<file path="config.mk">
export PLATFORM = sky130hd
export DESIGN_NAME = ftss_sensor_flat
export DESIGN_NICKNAME = d
export VERILOG_FILES = /design/src/ftss_pkg.sv /design/src/ftss_link_if.sv /design/src/ftss_sensor.sv /design/src/flat_wrapper.sv
export SDC_FILE = /design/constraint.sdc
export NUM_CORES = 2
export LEC_CHECK = 0
export ABC_AREA = 1
export BUFFER_PORTS_ARGS = -buffer_cell sky130_fd_sc_hd__buf_2
export CORE_ASPECT_RATIO = 0.5
export CORE_UTILIZATION = 35
export DETAILED_ROUTE_END_ITERATION = 6
export GPL_TIMING_DRIVEN = 1
export SLEW_MARGIN = 25
export SYNTH_ARGS = -nofsm -noshare
export SYNTH_HDL_FRONTEND = slang
export SYNTH_SLANG_ARGS = --single-unit
export TNS_END_PERCENT = 100
</file>
<file path="constraint.sdc">
create_clock -name pclk -period 61.6 [get_ports pclk]
set_input_delay 12.32 -clock pclk [delete_from_list [all_inputs] [get_ports pclk]]
set_output_delay 12.32 -clock pclk [all_outputs]
set_load 0.005 [all_outputs]
</file>
<file path="src/ftss_pkg.sv">
// package: constants and types shared by the frame timing block and its driver
package ftss_pkg;
  // register word offsets of the sensor-side apb slave
  localparam logic [7:0] FTSS_OFF_CTRL    = 8'h00; // streaming, trigger enable, slave enable
  localparam logic [7:0] FTSS_OFF_ROWCLK  = 8'h04; // row_clock_count
  localparam logic [7:0] FTSS_OFF_FRMROW  = 8'h08; // frame_row_count
  localparam logic [7:0] FTSS_OFF_EXTRA   = 8'h0C; // frame_extra_delay
  localparam logic [7:0] FTSS_OFF_WIDTH   = 8'h10; // window width in pixels
  localparam logic [7:0] FTSS_OFF_HEIGHT  = 8'h14; // window height in rows
  localparam logic [7:0] FTSS_OFF_SUBS    = 8'h18; // bin and skip factors
  localparam logic [7:0] FTSS_OFF_BLANK   = 8'h1C; // black rows, embedded, idle rows
  localparam logic [7:0] FTSS_OFF_STATUS  = 8'h20; // read-only state
  // control field positions
  localparam int FTSS_CTRL_STREAM  = 0;
  localparam int FTSS_CTRL_TRIGEN  = 1;
  localparam int FTSS_CTRL_SLAVE   = 2;
  // subsampling field positions: each factor is 1, 2 or 3
  localparam int FTSS_SUBS_COLSKIP = 0;
  localparam int FTSS_SUBS_ROWSKIP = 2;
  localparam int FTSS_SUBS_HBIN    = 4;
  localparam int FTSS_SUBS_VBIN    = 6;
  // blanking field positions
  localparam int FTSS_BLANK_OBSEL  = 4; // four-bit black-row select
  localparam int FTSS_BLANK_EMBED  = 8; // 1: embedded rows, 0: blank rows
  localparam int FTSS_BLANK_IDLE   = 16; // idle rows field, 8 bits
  // reset values
  localparam logic [15:0] FTSS_RST_ROWCLK = 16'h044C; // 1100 clocks
  localparam logic [15:0] FTSS_RST_FRMROW = 16'h0460; // 1120 rows
  localparam logic [15:0] FTSS_RST_EXTRA  = 16'h0000;
  localparam logic [15:0] FTSS_RST_WIDTH  = 16'h0800;
  localparam logic [15:0] FTSS_RST_HEIGHT = 16'h0440;
  localparam logic [3:0]  FTSS_OB_8       = 4'h8;
  localparam logic [3:0]  FTSS_OB_4       = 4'h4;
  localparam logic [3:0]  FTSS_OB_2       = 4'h2;
  localparam logic [7:0]  FTSS_IDLE_MIN   = 8'h04;
  localparam logic [1:0]  FTSS_EMBED_ROWS = 2'h2;
  localparam logic [1:0]  FTSS_BLANK_ROWS = 2'h2;
  // timing
  localparam int FTSS_SLAVE_TAIL  = 16; // clocks added to inactive time
  localparam int FTSS_PULSE_MIN   = 3;  // least pulse width, clocks
  // frame sequencer states
  typedef enum logic [3:0] {
    FTSS_ST_STBY = 4'b0001, // soft standby
    FTSS_ST_WAIT = 4'b0010, // slave wait, sequencing halted
    FTSS_ST_ROWS = 4'b0100, // reading rows
    FTSS_ST_XTRA = 4'b1000  // extra delay at frame end
  } ftss_state_t;
endpackage : ftss_pkg

</file>
<file path="src/ftss_link_if.sv">
// interface: vertical-drive link between the host asic and the sensor timing block
`timescale 1ns/1ps
`default_nettype none
interface ftss_link_if;
  logic vertical_drive_pulse; // trigger input level, active high
  logic frame_active;         // sensor reports frame readout in progress
  modport sensor (input vertical_drive_pulse, output frame_active);
  modport asic   (output vertical_drive_pulse, input frame_active);
endinterface : ftss_link_if
`default_nettype wire

</file>
<file path="src/ftss_sensor.sv">
// sensor end: apb registers, frame/row timing and slave-mode trigger logic
//
// Contract
// - vertical binning combines two or three rows
// - horizontal binning combines two or three pixels
// - skip by two or three, columns and rows
// - column skip keeps row time; row skip shortens frame
// - frame is rows times row clocks plus extra
// - row lasts row clocks; two pixels per clock
// - row clocks meet the three minimum limits
// - frame rows cover height plus minimum blanking
// - blanking: black, embedded, blank, idle rows
// - hdr: add idle rows for second exposure
// - embed bit picks data rows or blank rows
// - black-row select sets 8, 4 or 2
// - asic holds pulse three clocks or more
// - slave starts frame on edge when active
// - inactive one frame plus sixteen clocks
// - edge while inactive is ignored
// - free-running frames restart after extra delay
// - slave wait halts read and shutter
// - wait: read row zero, shutter holds
// - pulse spacing exceeds configured frame period
// - standby, slave, trigger enable, then streaming
// - standby after frame; not while trigger high
// - writes in frame n apply at n+2; width and skip factors take effect at once here
//
// Added by the designer: the placing of the registers and register access over APB.
`timescale 1ns/1ps
`default_nettype none
module ftss_sensor
  import ftss_pkg::*;
#(
  parameter int CNT_W = 16 // width of row and clock counters
) (
  // clock and reset
  input  wire logic        pclk,
  input  wire logic        presetn,
  // apb slave
  input  wire logic        psel,
  input  wire logic        penable,
  input  wire logic        pwrite,
  input  wire logic [7:0]  paddr,
  input  wire logic [31:0] pwdata,
  output logic      [31:0] prdata,
  output logic             pready,
  output logic             pslverr,
  // link
  ftss_link_if.sensor      link,
  // readout strobes
  output logic             row_read_q,     // one-cycle pulse per read row
  output logic             row_reset_q,    // one-cycle pulse per shutter row
  output logic [CNT_W-1:0] read_ptr_q,     // row being read
  output logic [CNT_W-1:0] shut_ptr_q,     // row being reset
  output logic             line_valid_q,   // active pixel row
  output logic             embed_row_q,    // embedded data row in progress
  output logic             ob_row_q,       // optically black row in progress
  output logic [1:0]       row_group_q,    // rows binned together minus one
  output logic [1:0]       pix_group_q,    // pixels binned together minus one
  output logic             min_viol_q      // configuration below a limit
);
  // shadow (written) and active (in use) configuration
  logic [2:0]       ctrl_q;
  logic [CNT_W-1:0] rowclk_w_q, frmrow_w_q, extra_w_q, width_w_q, height_w_q;
  logic [7:0]       subs_w_q;
  logic [23:0]      blank_w_q;
  logic [CNT_W-1:0] rowclk_p_q, frmrow_p_q, extra_p_q; // pending stage
  logic [7:0]       subs_p_q;
  logic [23:0]      blank_p_q;
  logic [CNT_W-1:0] rowclk_q, frmrow_q, extra_q;     // active stage
  logic [7:0]       subs_q;
  logic [23:0]      blank_q;
  // sequencer
  ftss_state_t      state_q;
  logic [CNT_W-1:0] clk_cnt_q;   // clocks within row or extra delay
  logic [CNT_W-1:0] row_cnt_q;   // row within frame
  logic [31:0]      inact_q;     // slave inactive countdown
  logic             vd_s1_q, vd_s2_q, vd_s3_q; // synchroniser and edge
  logic             vd_rise;
  logic             apb_acc;
  logic             frame_start, frame_end;
  logic [CNT_W-1:0] vb_rows, ob_rows, eff_rows, lim_a, lim_b, row_step, col_step;
  logic [31:0]      frame_len;

  assign apb_acc = psel && penable;

  // apb writes land in the shadow set; one-cycle answer
  always_ff @(posedge pclk or negedge presetn) begin
    if (!presetn) begin
      ctrl_q     <= 3'h0;
      rowclk_w_q <= FTSS_RST_ROWCLK;
      frmrow_w_q <= FTSS_RST_FRMROW;
      extra_w_q  <= FTSS_RST_EXTRA;
      width_w_q  <= FTSS_RST_WIDTH;
      height_w_q <= FTSS_RST_HEIGHT;
      subs_w_q   <= 8'h00;
      blank_w_q  <= {FTSS_IDLE_MIN, 7'h00, 1'b1, FTSS_OB_8, 4'h0};
    end else if (apb_acc && pwrite) begin
      case (paddr)
        FTSS_OFF_CTRL:   ctrl_q     <= pwdata[2:0];
        FTSS_OFF_ROWCLK: rowclk_w_q <= pwdata[CNT_W-1:0];
        FTSS_OFF_FRMROW: frmrow_w_q <= pwdata[CNT_W-1:0];
        FTSS_OFF_EXTRA:  extra_w_q  <= pwdata[CNT_W-1:0];
        FTSS_OFF_WIDTH:  width_w_q  <= pwdata[CNT_W-1:0];
        FTSS_OFF_HEIGHT: height_w_q <= pwdata[CNT_W-1:0];
        FTSS_OFF_SUBS:   subs_w_q   <= pwdata[7:0];
        FTSS_OFF_BLANK:  blank_w_q  <= pwdata[23:0];
        default: ;       // unmapped or read-only: ignored; error flagged for unmapped only
      endcase
    end
  end

  // apb read mux and answer flags, registered
  always_ff @(posedge pclk or negedge presetn) begin
    if (!presetn) begin
      prdata  <= 32'h0000_0000;
      pready  <= 1'b0;
      pslverr <= 1'b0;
    end else begin
      pready  <= psel && !penable;  // ready in the first access cycle
      pslverr <= 1'b0;
      if (psel && !penable) begin
        prdata <= 32'h0000_0000;
        case (paddr)
          FTSS_OFF_CTRL:   prdata <= {29'h0, ctrl_q};
          FTSS_OFF_ROWCLK: prdata <= {16'h0, rowclk_w_q};
          FTSS_OFF_FRMROW: prdata <= {16'h0, frmrow_w_q};
          FTSS_OFF_EXTRA:  prdata <= {16'h0, extra_w_q};
          FTSS_OFF_WIDTH:  prdata <= {16'h0, width_w_q};
          FTSS_OFF_HEIGHT: prdata <= {16'h0, height_w_q};
          FTSS_OFF_SUBS:   prdata <= {24'h0, subs_w_q};
          FTSS_OFF_BLANK:  prdata <= {8'h0, blank_w_q};
          FTSS_OFF_STATUS: prdata <= {row_cnt_q, 11'h0, min_viol_q, state_q};
          default:         pslverr <= 1'b1; // unmapped address
        endcase
      end
    end
  end

  // two-stage pipeline: a write during frame n reaches pending at frame
  // n+1 start and active at frame n+2 start
  always_ff @(posedge pclk or negedge presetn) begin
    if (!presetn) begin
      rowclk_p_q <= FTSS_RST_ROWCLK;
      frmrow_p_q <= FTSS_RST_FRMROW;
      extra_p_q  <= FTSS_RST_EXTRA;
      subs_p_q   <= 8'h00;
      blank_p_q  <= {FTSS_IDLE_MIN, 7'h00, 1'b1, FTSS_OB_8, 4'h0};
      rowclk_q   <= FTSS_RST_ROWCLK;
      frmrow_q   <= FTSS_RST_FRMROW;
      extra_q    <= FTSS_RST_EXTRA;
      subs_q     <= 8'h00;
      blank_q    <= {FTSS_IDLE_MIN, 7'h00, 1'b1, FTSS_OB_8, 4'h0};
    end else if (frame_start || state_q == FTSS_ST_STBY) begin
      // in standby both stages follow at once so streaming starts fresh
      rowclk_p_q <= rowclk_w_q;
      frmrow_p_q <= frmrow_w_q;
      extra_p_q  <= extra_w_q;
      subs_p_q   <= subs_w_q;
      blank_p_q  <= blank_w_q;
      rowclk_q   <= (state_q == FTSS_ST_STBY) ? rowclk_w_q : rowclk_p_q;
      frmrow_q   <= (state_q == FTSS_ST_STBY) ? frmrow_w_q : frmrow_p_q;
      extra_q    <= (state_q == FTSS_ST_STBY) ? extra_w_q : extra_p_q;
      subs_q     <= (state_q == FTSS_ST_STBY) ? subs_w_q : subs_p_q;
      blank_q    <= (state_q == FTSS_ST_STBY) ? blank_w_q : blank_p_q;
    end
  end

  // black rows from the four-bit select; unknown codes fall back to 8
  always_comb begin
    case (blank_q[FTSS_BLANK_OBSEL +: 4])
      FTSS_OB_4: ob_rows = CNT_W'(4);
      FTSS_OB_2: ob_rows = CNT_W'(2);
      default:   ob_rows = CNT_W'(8);
    endcase
  end

  // blanking = black + embedded/blank pair + blank pair + idle
  assign vb_rows = ob_rows + CNT_W'(FTSS_EMBED_ROWS) + CNT_W'(FTSS_BLANK_ROWS)
                 + CNT_W'(blank_q[FTSS_BLANK_IDLE +: 8]);

  // subsampling step factors (0 read as 1)
  assign col_step = (subs_w_q[FTSS_SUBS_COLSKIP +: 2] == 2'd0) ? CNT_W'(1)
                  : CNT_W'(subs_w_q[FTSS_SUBS_COLSKIP +: 2]);
  assign row_step = (subs_w_q[FTSS_SUBS_ROWSKIP +: 2] == 2'd0) ? CNT_W'(1)
                  : CNT_W'(subs_w_q[FTSS_SUBS_ROWSKIP +: 2]);
  // pixel pairs per row at two per clock; limits per row
  assign lim_a    = CNT_W'(width_w_q / col_step / 3);
  assign lim_b    = CNT_W'(width_w_q / col_step / 2 + 96);
  assign eff_rows = CNT_W'(height_w_q / row_step); // row skip shrinks rows

  // flag a shadow configuration below any documented minimum
  always_ff @(posedge pclk or negedge presetn) begin
    if (!presetn) begin
      min_viol_q <= 1'b0;
    end else begin
      min_viol_q <= (rowclk_w_q < CNT_W'(1100)) || (rowclk_w_q < lim_a)
                 || (rowclk_w_q < lim_b) || (frmrow_w_q < eff_rows + vb_rows);
    end
  end

  // binning groups go out with the active set
  always_ff @(posedge pclk or negedge presetn) begin
    if (!presetn) begin
      row_group_q <= 2'd0;
      pix_group_q <= 2'd0;
    end else begin
      row_group_q <= (subs_q[FTSS_SUBS_VBIN +: 2] >= 2'd2)
                   ? subs_q[FTSS_SUBS_VBIN +: 2] - 2'd1 : 2'd0;
      pix_group_q <= (subs_q[FTSS_SUBS_HBIN +: 2] >= 2'd2)
                   ? subs_q[FTSS_SUBS_HBIN +: 2] - 2'd1 : 2'd0;
    end
  end

  // trigger synchroniser; first stage feeds only the second
  always_ff @(posedge pclk or negedge presetn) begin
    if (!presetn) begin
      vd_s1_q <= 1'b0;
      vd_s2_q <= 1'b0;
      vd_s3_q <= 1'b0;
    end else begin
      vd_s1_q <= link.vertical_drive_pulse;
      vd_s2_q <= vd_s1_q;
      vd_s3_q <= vd_s2_q;
    end
  end
  assign vd_rise = vd_s2_q && !vd_s3_q && ctrl_q[FTSS_CTRL_TRIGEN];

  // frame length in clocks
  assign frame_len = 32'(frmrow_q) * 32'(rowclk_q) + 32'(extra_q);
  // extra delay lasts exactly extra_q clocks; a zero setting still costs one clock
  assign frame_end = (state_q == FTSS_ST_XTRA) && (clk_cnt_q + CNT_W'(1) >= extra_q);
  assign frame_start = (state_q == FTSS_ST_WAIT && vd_rise && inact_q == 32'd0)
                    || (frame_end && ctrl_q[FTSS_CTRL_STREAM] && !ctrl_q[FTSS_CTRL_SLAVE]);

  // frame sequencer
  always_ff @(posedge pclk or negedge presetn) begin
    if (!presetn) begin
      state_q   <= FTSS_ST_STBY;
      clk_cnt_q <= '0;
      row_cnt_q <= '0;
    end else begin
      case (state_q)
        FTSS_ST_STBY: begin
          clk_cnt_q <= '0;
          row_cnt_q <= '0;
          if (ctrl_q[FTSS_CTRL_STREAM] || vd_s2_q) begin
            state_q <= ctrl_q[FTSS_CTRL_SLAVE] ? FTSS_ST_WAIT : FTSS_ST_ROWS;
          end
        end
        FTSS_ST_WAIT: begin
          clk_cnt_q <= '0;                 // sequencing halted
          row_cnt_q <= '0;
          if (!ctrl_q[FTSS_CTRL_STREAM] && !vd_s2_q) begin
            state_q <= FTSS_ST_STBY;
          end else if (frame_start) begin
            state_q <= FTSS_ST_ROWS;
          end
        end
        FTSS_ST_ROWS: begin
          if (clk_cnt_q >= rowclk_q - CNT_W'(1)) begin // row of rowclk clocks
            clk_cnt_q <= '0;
            if (row_cnt_q >= frmrow_q - CNT_W'(1)) begin
              row_cnt_q <= '0;
              state_q   <= FTSS_ST_XTRA;
            end else begin
              row_cnt_q <= row_cnt_q + CNT_W'(1);
            end
          end else begin
            clk_cnt_q <= clk_cnt_q + CNT_W'(1);
          end
        end
        FTSS_ST_XTRA: begin
          clk_cnt_q <= clk_cnt_q + CNT_W'(1);
          if (frame_end) begin
            clk_cnt_q <= '0;
            // standby only at frame end and only with trigger low
            if (!ctrl_q[FTSS_CTRL_STREAM] && !vd_s2_q) begin
              state_q <= FTSS_ST_STBY;
            end else if (ctrl_q[FTSS_CTRL_SLAVE]) begin
              state_q <= FTSS_ST_WAIT;
            end else begin
              state_q <= FTSS_ST_ROWS;     // next frame at once
            end
          end
        end
        default: state_q <= FTSS_ST_STBY;
      endcase
    end
  end

  // slave inactive window: frame plus tail; edges meanwhile dropped
  always_ff @(posedge pclk or negedge presetn) begin
    if (!presetn) begin
      inact_q <= 32'd0;
    end else if (state_q == FTSS_ST_WAIT && vd_rise && inact_q == 32'd0) begin
      inact_q <= frame_len + 32'(FTSS_SLAVE_TAIL) - 32'd1;
    end else if (inact_q != 32'd0) begin
      inact_q <= inact_q - 32'd1;
    end
  end

  // row strobes and pointers; wait pins read at 0, shutter held
  always_ff @(posedge pclk or negedge presetn) begin
    if (!presetn) begin
      row_read_q   <= 1'b0;
      row_reset_q  <= 1'b0;
      read_ptr_q   <= '0;
      shut_ptr_q   <= '0;
      line_valid_q <= 1'b0;
      embed_row_q  <= 1'b0;
      ob_row_q     <= 1'b0;
    end else begin
      row_read_q  <= (state_q == FTSS_ST_ROWS) && (clk_cnt_q == '0);
      row_reset_q <= (state_q == FTSS_ST_ROWS) && (clk_cnt_q == '0);
      if (state_q == FTSS_ST_ROWS) begin
        read_ptr_q <= row_cnt_q;
        if (clk_cnt_q == '0) begin
          shut_ptr_q <= (shut_ptr_q >= frmrow_q - CNT_W'(1)) ? '0
                      : shut_ptr_q + CNT_W'(1);
        end
      end else if (state_q == FTSS_ST_WAIT) begin
        read_ptr_q <= '0;
      end
      // frame starts with blanking: black, embedded-or-blank, blank, idle
      ob_row_q     <= (state_q == FTSS_ST_ROWS) && (row_cnt_q < ob_rows);
      embed_row_q  <= (state_q == FTSS_ST_ROWS) && blank_q[FTSS_BLANK_EMBED]
                   && (row_cnt_q >= ob_rows)
                   && (row_cnt_q < ob_rows + CNT_W'(FTSS_EMBED_ROWS));
      line_valid_q <= (state_q == FTSS_ST_ROWS) && (row_cnt_q >= vb_rows)
                   && (clk_cnt_q < CNT_W'(width_w_q / col_step / 2));
    end
  end

  // frame activity reported back over the link
  always_ff @(posedge pclk or negedge presetn) begin
    if (!presetn) begin
      link.frame_active <= 1'b0;
    end else begin
      link.frame_active <= (state_q == FTSS_ST_ROWS) || (state_q == FTSS_ST_XTRA);
    end
  end
endmodule : ftss_sensor
`default_nettype wire

</file>
<file path="src/flat_wrapper.sv">
// flat-port wrapper written by rule: the top's interface ports become plain ports
module ftss_sensor_flat import ftss_pkg::*;
#(
  parameter int CNT_W = 16                                   
)
  (pclk, presetn, psel, penable, pwrite, paddr, pwdata, prdata, pready, pslverr, row_read_q, row_reset_q, read_ptr_q, shut_ptr_q, line_valid_q, embed_row_q, ob_row_q, row_group_q, pix_group_q, min_viol_q, link_vertical_drive_pulse, link_frame_active);
  ftss_link_if link_i ();
  input  wire logic pclk;
  input  wire logic presetn;
  input  wire logic psel;
  input  wire logic penable;
  input  wire logic pwrite;
  input  wire logic [7:0] paddr;
  input  wire logic [31:0] pwdata;
  output logic      [31:0] prdata;
  output logic pready;
  output logic pslverr;
  output logic row_read_q;
  output logic row_reset_q;
  output logic [CNT_W-1:0] read_ptr_q;
  output logic [CNT_W-1:0] shut_ptr_q;
  output logic line_valid_q;
  output logic embed_row_q;
  output logic ob_row_q;
  output logic [1:0] row_group_q;
  output logic [1:0] pix_group_q;
  output logic min_viol_q;
  input wire logic [$bits(link_i.vertical_drive_pulse)-1:0] link_vertical_drive_pulse;
  output wire logic [$bits(link_i.frame_active)-1:0] link_frame_active;
  assign link_i.vertical_drive_pulse = link_vertical_drive_pulse;
  assign link_frame_active = link_i.frame_active;
  ftss_sensor #(.CNT_W(CNT_W)) u_core (.pclk(pclk), .presetn(presetn), .psel(psel), .penable(penable), .pwrite(pwrite), .paddr(paddr), .pwdata(pwdata), .prdata(prdata), .pready(pready), .pslverr(pslverr), .link(link_i), .row_read_q(row_read_q), .row_reset_q(row_reset_q), .read_ptr_q(read_ptr_q), .shut_ptr_q(shut_ptr_q), .line_valid_q(line_valid_q), .embed_row_q(embed_row_q), .ob_row_q(ob_row_q), .row_group_q(row_group_q), .pix_group_q(pix_group_q), .min_viol_q(min_viol_q));
endmodule
</file>
* Yosys cells after proc, flatten, opt, wreduce, memory -nomap -nowiden *
Cells that the tools add are included.

word-level totals
  bits in writable memories = 0
  memory bits (read-only) = 0
  output and inout bits = 77
  latch bits = 0
  memories kept = 0
  logic and storage cells = 178
  input port bits = 46
  register bits after elaboration = 422

operators by class
  multiplexer cells = 33
  bitwise gates (word level) = 0
  multipliers = 1
  $lt $le $gt $ge = 15
  equality and inequality tests = 19
  add/sub/neg operators = 16
  reduce and logical (&&, ||, !) cells = 53
  div/mod/pow operators = 3
  shifts and indexed selects = 0

operator list
  operator                                             number
  case mux 32 bit (9 select lines)                     1
  two-way mux 16 bit                                   10
  >= comparator 16 bit                                 5
  < comparator 16 bit                                  5
  two-way mux 32 bit                                   2
  subtractor 32 x 1 -> 32 bit (second input constant)  2
  adder 16 x 1 -> 16 bit (second input constant)       3
  case mux 16 bit (3 select lines)                     1
  adder 32 x 16 -> 32 bit                              1
  adder 32 x 5 -> 32 bit (second input constant)       1
  divider 16 x 16 -> 32 bit                            1
  divider 32 x 2 -> 32 bit (second input constant)     1
  == test 8 x 5 -> 1 bit (second input constant)       4
  logical NOT 32 bit                                   1
  multiplier 16 x 16 -> 32 bit                         1
  case mux 16 bit (2 select lines)                     1
  nonzero test 32 bit                                  1
  subtractor 16 x 1 -> 16 bit (second input constant)  2
  two-way mux 4 bit                                    7
  two-way mux 24 bit                                   1
  AND reduction 2 bit                                  10
  logical AND 1 bit                                    18
  adder 16 bit                                         1
  adder 16 x 2 -> 16 bit (second input constant)       1
  35 further kinds                                     59

* Depth between registers and ports, before layout *
  depth in word-level cells = 9
  gate-level depth with buffers = 317
  mapped depth without buffers = 289

* Worst setup path before layout *
No wires, ideal clock.

  kind = register to register
  from = register u_core.subs_w_q[1]
  to = register u_core.min_viol_q
  cell stages (with the launch flop) = 304
  buffers on the path = 30
  setup time = 117 ps
  data arrival time = 43246 ps
  path slack = 18237 ps
  cell sequence = dfrtp_1 -> inv_1 -> ha_1 -> inv_1 -> nor2_2 -> nor2_4 -> nand2_2 -> nand2_1 -> inv_1 -> ha_1 -> o21a_2 -> nor2_4 -> inv_1 -> nor2_2 -> nand2_4 -> inv_2 -> nor2_2 -> ha_1 -> (+268 left out) -> o21ai_0 -> nand2_1 -> nor2_2 -> nand3_2 -> nor2_2 -> nand3_2 -> nand2_2 -> inv_1 -> ha_1 -> nand2_1 -> nand2_1 -> nand2_1 -> nand2_1 -> nand2_1 -> nand2_1 -> nand2_1 -> nand2_1 -> nand2_1

on the way
  word-level cells in the longest chain between the ends = 8

RTL lines
  item                             RTL line                                text
  start, declared                  ftss_sensor.sv:65                       logic [7:0] subs_w_q;
  start signal, assigned           ftss_sensor.sv:106                      FTSS_OFF_SUBS: subs_w_q <= pwdata[7:0];
  logical NOT 2 bit                ftss_sensor.sv:183                      assign col_step = (subs_w_q[FTSS_SUBS_COLSKIP +: 2] == 2'd0) ? CNT_W'(1)
  two-way mux 2 bit *              ftss_sensor.sv:183
  divider 16 x 16 -> 32 bit *      ftss_sensor.sv:188, ftss_sensor.sv:189
  divider 32 x 2 -> 32 bit         ftss_sensor.sv:188                      assign lim_a = CNT_W'(width_w_q / col_step / 3);
  < comparator 16 bit              ftss_sensor.sv:197                      min_viol_q <= (rowclk_w_q < CNT_W'(1100)) || (rowclk_w_q < lim_a)
  logical OR 1 bit                 ftss_sensor.sv:197
  logical OR 1 bit * (2 in a row)  ftss_sensor.sv:198                      || (rowclk_w_q < lim_b) || (frmrow_w_q < eff_rows + vb_rows);
  end signal, assigned             ftss_sensor.sv:197
  end, declared                    ftss_sensor.sv:60                       output logic min_viol_q

Every way passes the cells marked *; elsewhere a longest branch is shown, timed or not.
A chain may end at the register's enable or synchronous reset.

* Worst setup path after layout *
Ends and elaborated chain as after synthesis.

==> run_results.csv <==
group,metric,value,unit
clock_network,cts_setup_buffers,0,
die,die_x,585.4,µm
clock_network,root_buffer,"clkbuf_16",
cells_and_area,ff_latch_area,9852,µm²
setup_path,path_common_cell,"nand2_1",
timing,hold_viol,0,
clock_network,tritoncts,"done",
run,maxCapViolations,0,
setup_path,worstReg2RegStart,"u_core.subs_w_q[1]",
setup_path,worstPathArrival,56.98,ns
global_route,grt_pass1_wl,280300,µm
clock_network,clock_path_buffers,3,
clock_network,htree_levels,2,
hold_path,min_from,"u_core.vd_s1_q",
cells_and_area,fillCellCount,18020,
cells_and_area,reg_top3,"u_core.inact_q x32, u_core.prdata x32, u_core.blank_w_q x24",
outcome,status,"complete, no violations",
logic_synthesis,synth-edff-count,0,
setup_path,crit_type,"reg2reg",
clock_network,clk_pin_slew,0.07,ns
setup_path,cp_slowest_cell,"nor2_2",
clock_network,hold_buffers,0,
logic_synthesis,syn_avg_cell_area,6.678,µm²
logic_synthesis,async_flop_share,1.000,
die,start_util,0.3544,
routing,routedWlPerCell,15.55,µm
logic_synthesis,ys_ff_latch,392,
setup_path,cp.required,62.08,ns
global_route,grt_max_degree,169,
timing,timing.final.crit_period,56.50,ns
die,top_level_ports,123,
timing,finalCritPeriodShare,0.9173,
cells_and_area,fin_nets,9502,
clock_network,cts_num_sinks,392,
timing,tns,0,ns
placement,dp_cells,11100,
setup_path,crit_path_start_kind,"register",
global_route,antenna_found_initial,3,
die,core,168000,µm²
logic_synthesis,ys_seq_area_frac,0.1654,
timing,skew,0.01846,ns
routing,drt_iter0_markers,4035,
placement,gp_congestion,0.8953,
routing,routed_wl,173800,µm
placement,hpwlAfterDp,141800,µm
global_route,grt_pass1_vias,51640,
cells_and_area,layout.cells.non_filler,11180,
logic_synthesis,synth_cells,8918,
cells_and_area,area_delta_synth_final,5.914,%
setup_path,max_stage_delay,0.66,ns
die,die_area,171900,µm²
global_route,grt_usage,0.1996,
logic_synthesis,yosysWarnings,0,
die,fp.dieH,293.7,µm
routing,vias_per_cell,4.991,
cells_and_area,final_layout_size_suffix_gt1_frac,0.1477,
timing,setup_violations,0,
setup_path,critPathLaunch,"u_core.subs_w_q[1]",
logic_synthesis,synth_area,59560,µm²
logic_synthesis,synth-main-ff-cell,"dfrtp_1",
clock_network,cts_buffers,41,
cells_and_area,multiInputGateArea,42110,µm²
setup_path,critPathMaxFanout,42,
logic_synthesis,synth_top_area_frac,0.1504,
hold_path,worstHoldPathType,"reg2reg",
clock_network,worstSkewPairLatency,0.58,ns
routing,drc,0,
routing,vias,55780,
timing,max_freq,0.01770,GHz
timing,tightest_slew,1.016,ns
hold_path,whs_path_depth,0,
logic_synthesis,synthTopCellsByArea,"dfrtp_1 (15%), nand2_1 (14%), inv_1 (8.9%)",
setup_path,critical_path.endpoint_type,"register",
global_route,overflow,0,
logic_synthesis,yosysTopAreaCell,"dfrtp_1",
timing,report.final.slew_viol_count,0,
routing,ant_nets,0,
routing,dr.pass1.iters,6,
logic_synthesis,yosys.cell_types.count,93,
timing,relSlewSlack,0.3203,
die,rows,106,
setup_path,reg2reg_depth,274,
timing,grt_setup_unrepaired,"false",
placement,io_buffers,114,
cell families (layout without fill, tap and decap cells):
family,after synthesis,in the layout,synth area share
AOI/OAI and AO/OA,976,976,0.09763
xor gates and xnor gates,232,232,0.03469
adders and majority gates,583,583,0.1495
buffers and inverters,1820,1793,0.1292
DFF,392,392,0.1654
muxes,50,50,0.009454
other,1,17,0.00006297
and+or+nand+nor,4864,4864,0.4140
worst max-delay path, delay by kind of cell, from the launching register on:
family / cells / cell delay [ns]
simple gates: 173 / 33.39
fa+ha+maj: 30 / 10.10
compound gates: 33 / 7.27
buf+inv: 38 / 4.96
flops: 1 / 0.47
per-layer routing:
metal | up-vias | global-route usage | share of wire
met5 | - | 0 | 0
met4 | 0 | 0.04316 | 0.022
met3 | 174 | 0.01510 | 0.045
met2 | 1219 | 0.3226 | 0.44
met1 | 25950 | 0.2891 | 0.49
li1 | 28430 | - | -
final timing paths:
| path | endpoint | slack [ns] |
|---|---|---|
| hold / removal | u_core.vd_s2_q | 0.37 |
| setup reg to reg | u_core.min_viol_q | 5.10 |
| hold reg to reg | u_core.vd_s2_q | 0.37 |
| min in group asynchronous | u_core.prdata[11] | 11.72 |
| max in group asynchronous | u_core.inact_q[22] | 48.43 |
| setup / recovery | u_core.min_viol_q | 5.10 |
cell usage in the layout (no fill, tap or decap), types with 52 or more instances in the layout:
master	netlist	routed
nand2_1	2152	2151
inv_1	1407	1406
nor2_1	846	845
nand3_1	572	571
o21ai_0	378	377
ha_1	369	369
dfrtp_1	358	358
nand4_1	245	245
nand2_2	222	223
a21oi_1	218	218
fa_1	214	214
nand3_2	184	182
xor2_1	170	170
nor2_2	125	126
buf_2	3	113
nor3_1	108	107
nor2_4	100	100
inv_2	94	95
nand2_4	93	93
o211ai_1	61	61
nand3b_1	59	59
xnor2_1	59	59
o21ai_2	52	52
per-stage QoR:
step | utilization | worst slack (ns) | hold WS, ns | instance area [µm²]
detailed placement | 0.3671 | 4.351 | 0.3478 | 61690
finish | 0.3754 | 5.096 | 0.3687 | 63080
CTS | 0.3751 | 4.249 | 0.3752 | 63030
global placement | 0.3671 | 4.865 | 0.3592 | 61690
floorplan | - | 18.24 | 0.3312 | 59610
global route | 0.3754 | 0.05606 | 0.3857 | 63080
layout make-up:
| cell class | count | share of cell area |
|---|---|---|
| Antenna cell | 1 | 0.00003967 |
| Inverter | 1572 | 0.09660 |
| Sequential cell | 392 | 0.1562 |
| Timing Repair Buffer | 145 | 0.01341 |
| Clock inverter | 9 | 0.001984 |
| Clock buffer | 67 | 0.01926 |
| Multi-Input combinational cell | 6721 | 0.6675 |
| Tap cell | 2268 | 0.04499 |
cell usage after synthesis (27+ instances only):
cell type / number
nand2_1: 2152
inv_1: 1407
nor2_1: 846
nand3_1: 572
o21ai_0: 378
ha_1: 369
dfrtp_1: 358
nand4_1: 245
nand2_2: 222
a21oi_1: 218
fa_1: 214
nand3_2: 184
xor2_1: 170
clkbuf_1: 158
nor2_2: 125
nor3_1: 108
nor2_4: 100
inv_2: 94
nand2_4: 93
o211ai_1: 61
nand3b_1: 59
xnor2_1: 59
o21ai_2: 52
mux2_2: 50
o21ai_1: 48
nand3_4: 45
a31oi_1: 37
clkinv_1: 34
dfstp_2: 34
o21a_1: 27
repair_timing:
action,4_1_cts,5_1_grt
endpoints found under the setup margin,0,1
endpoints found under the hold margin,0,0
gates resized for setup,0,3
Power is left out: the tool's default activity adds up to more than one toggle a clock period on the data nets, which glitch-free logic cannot reach.
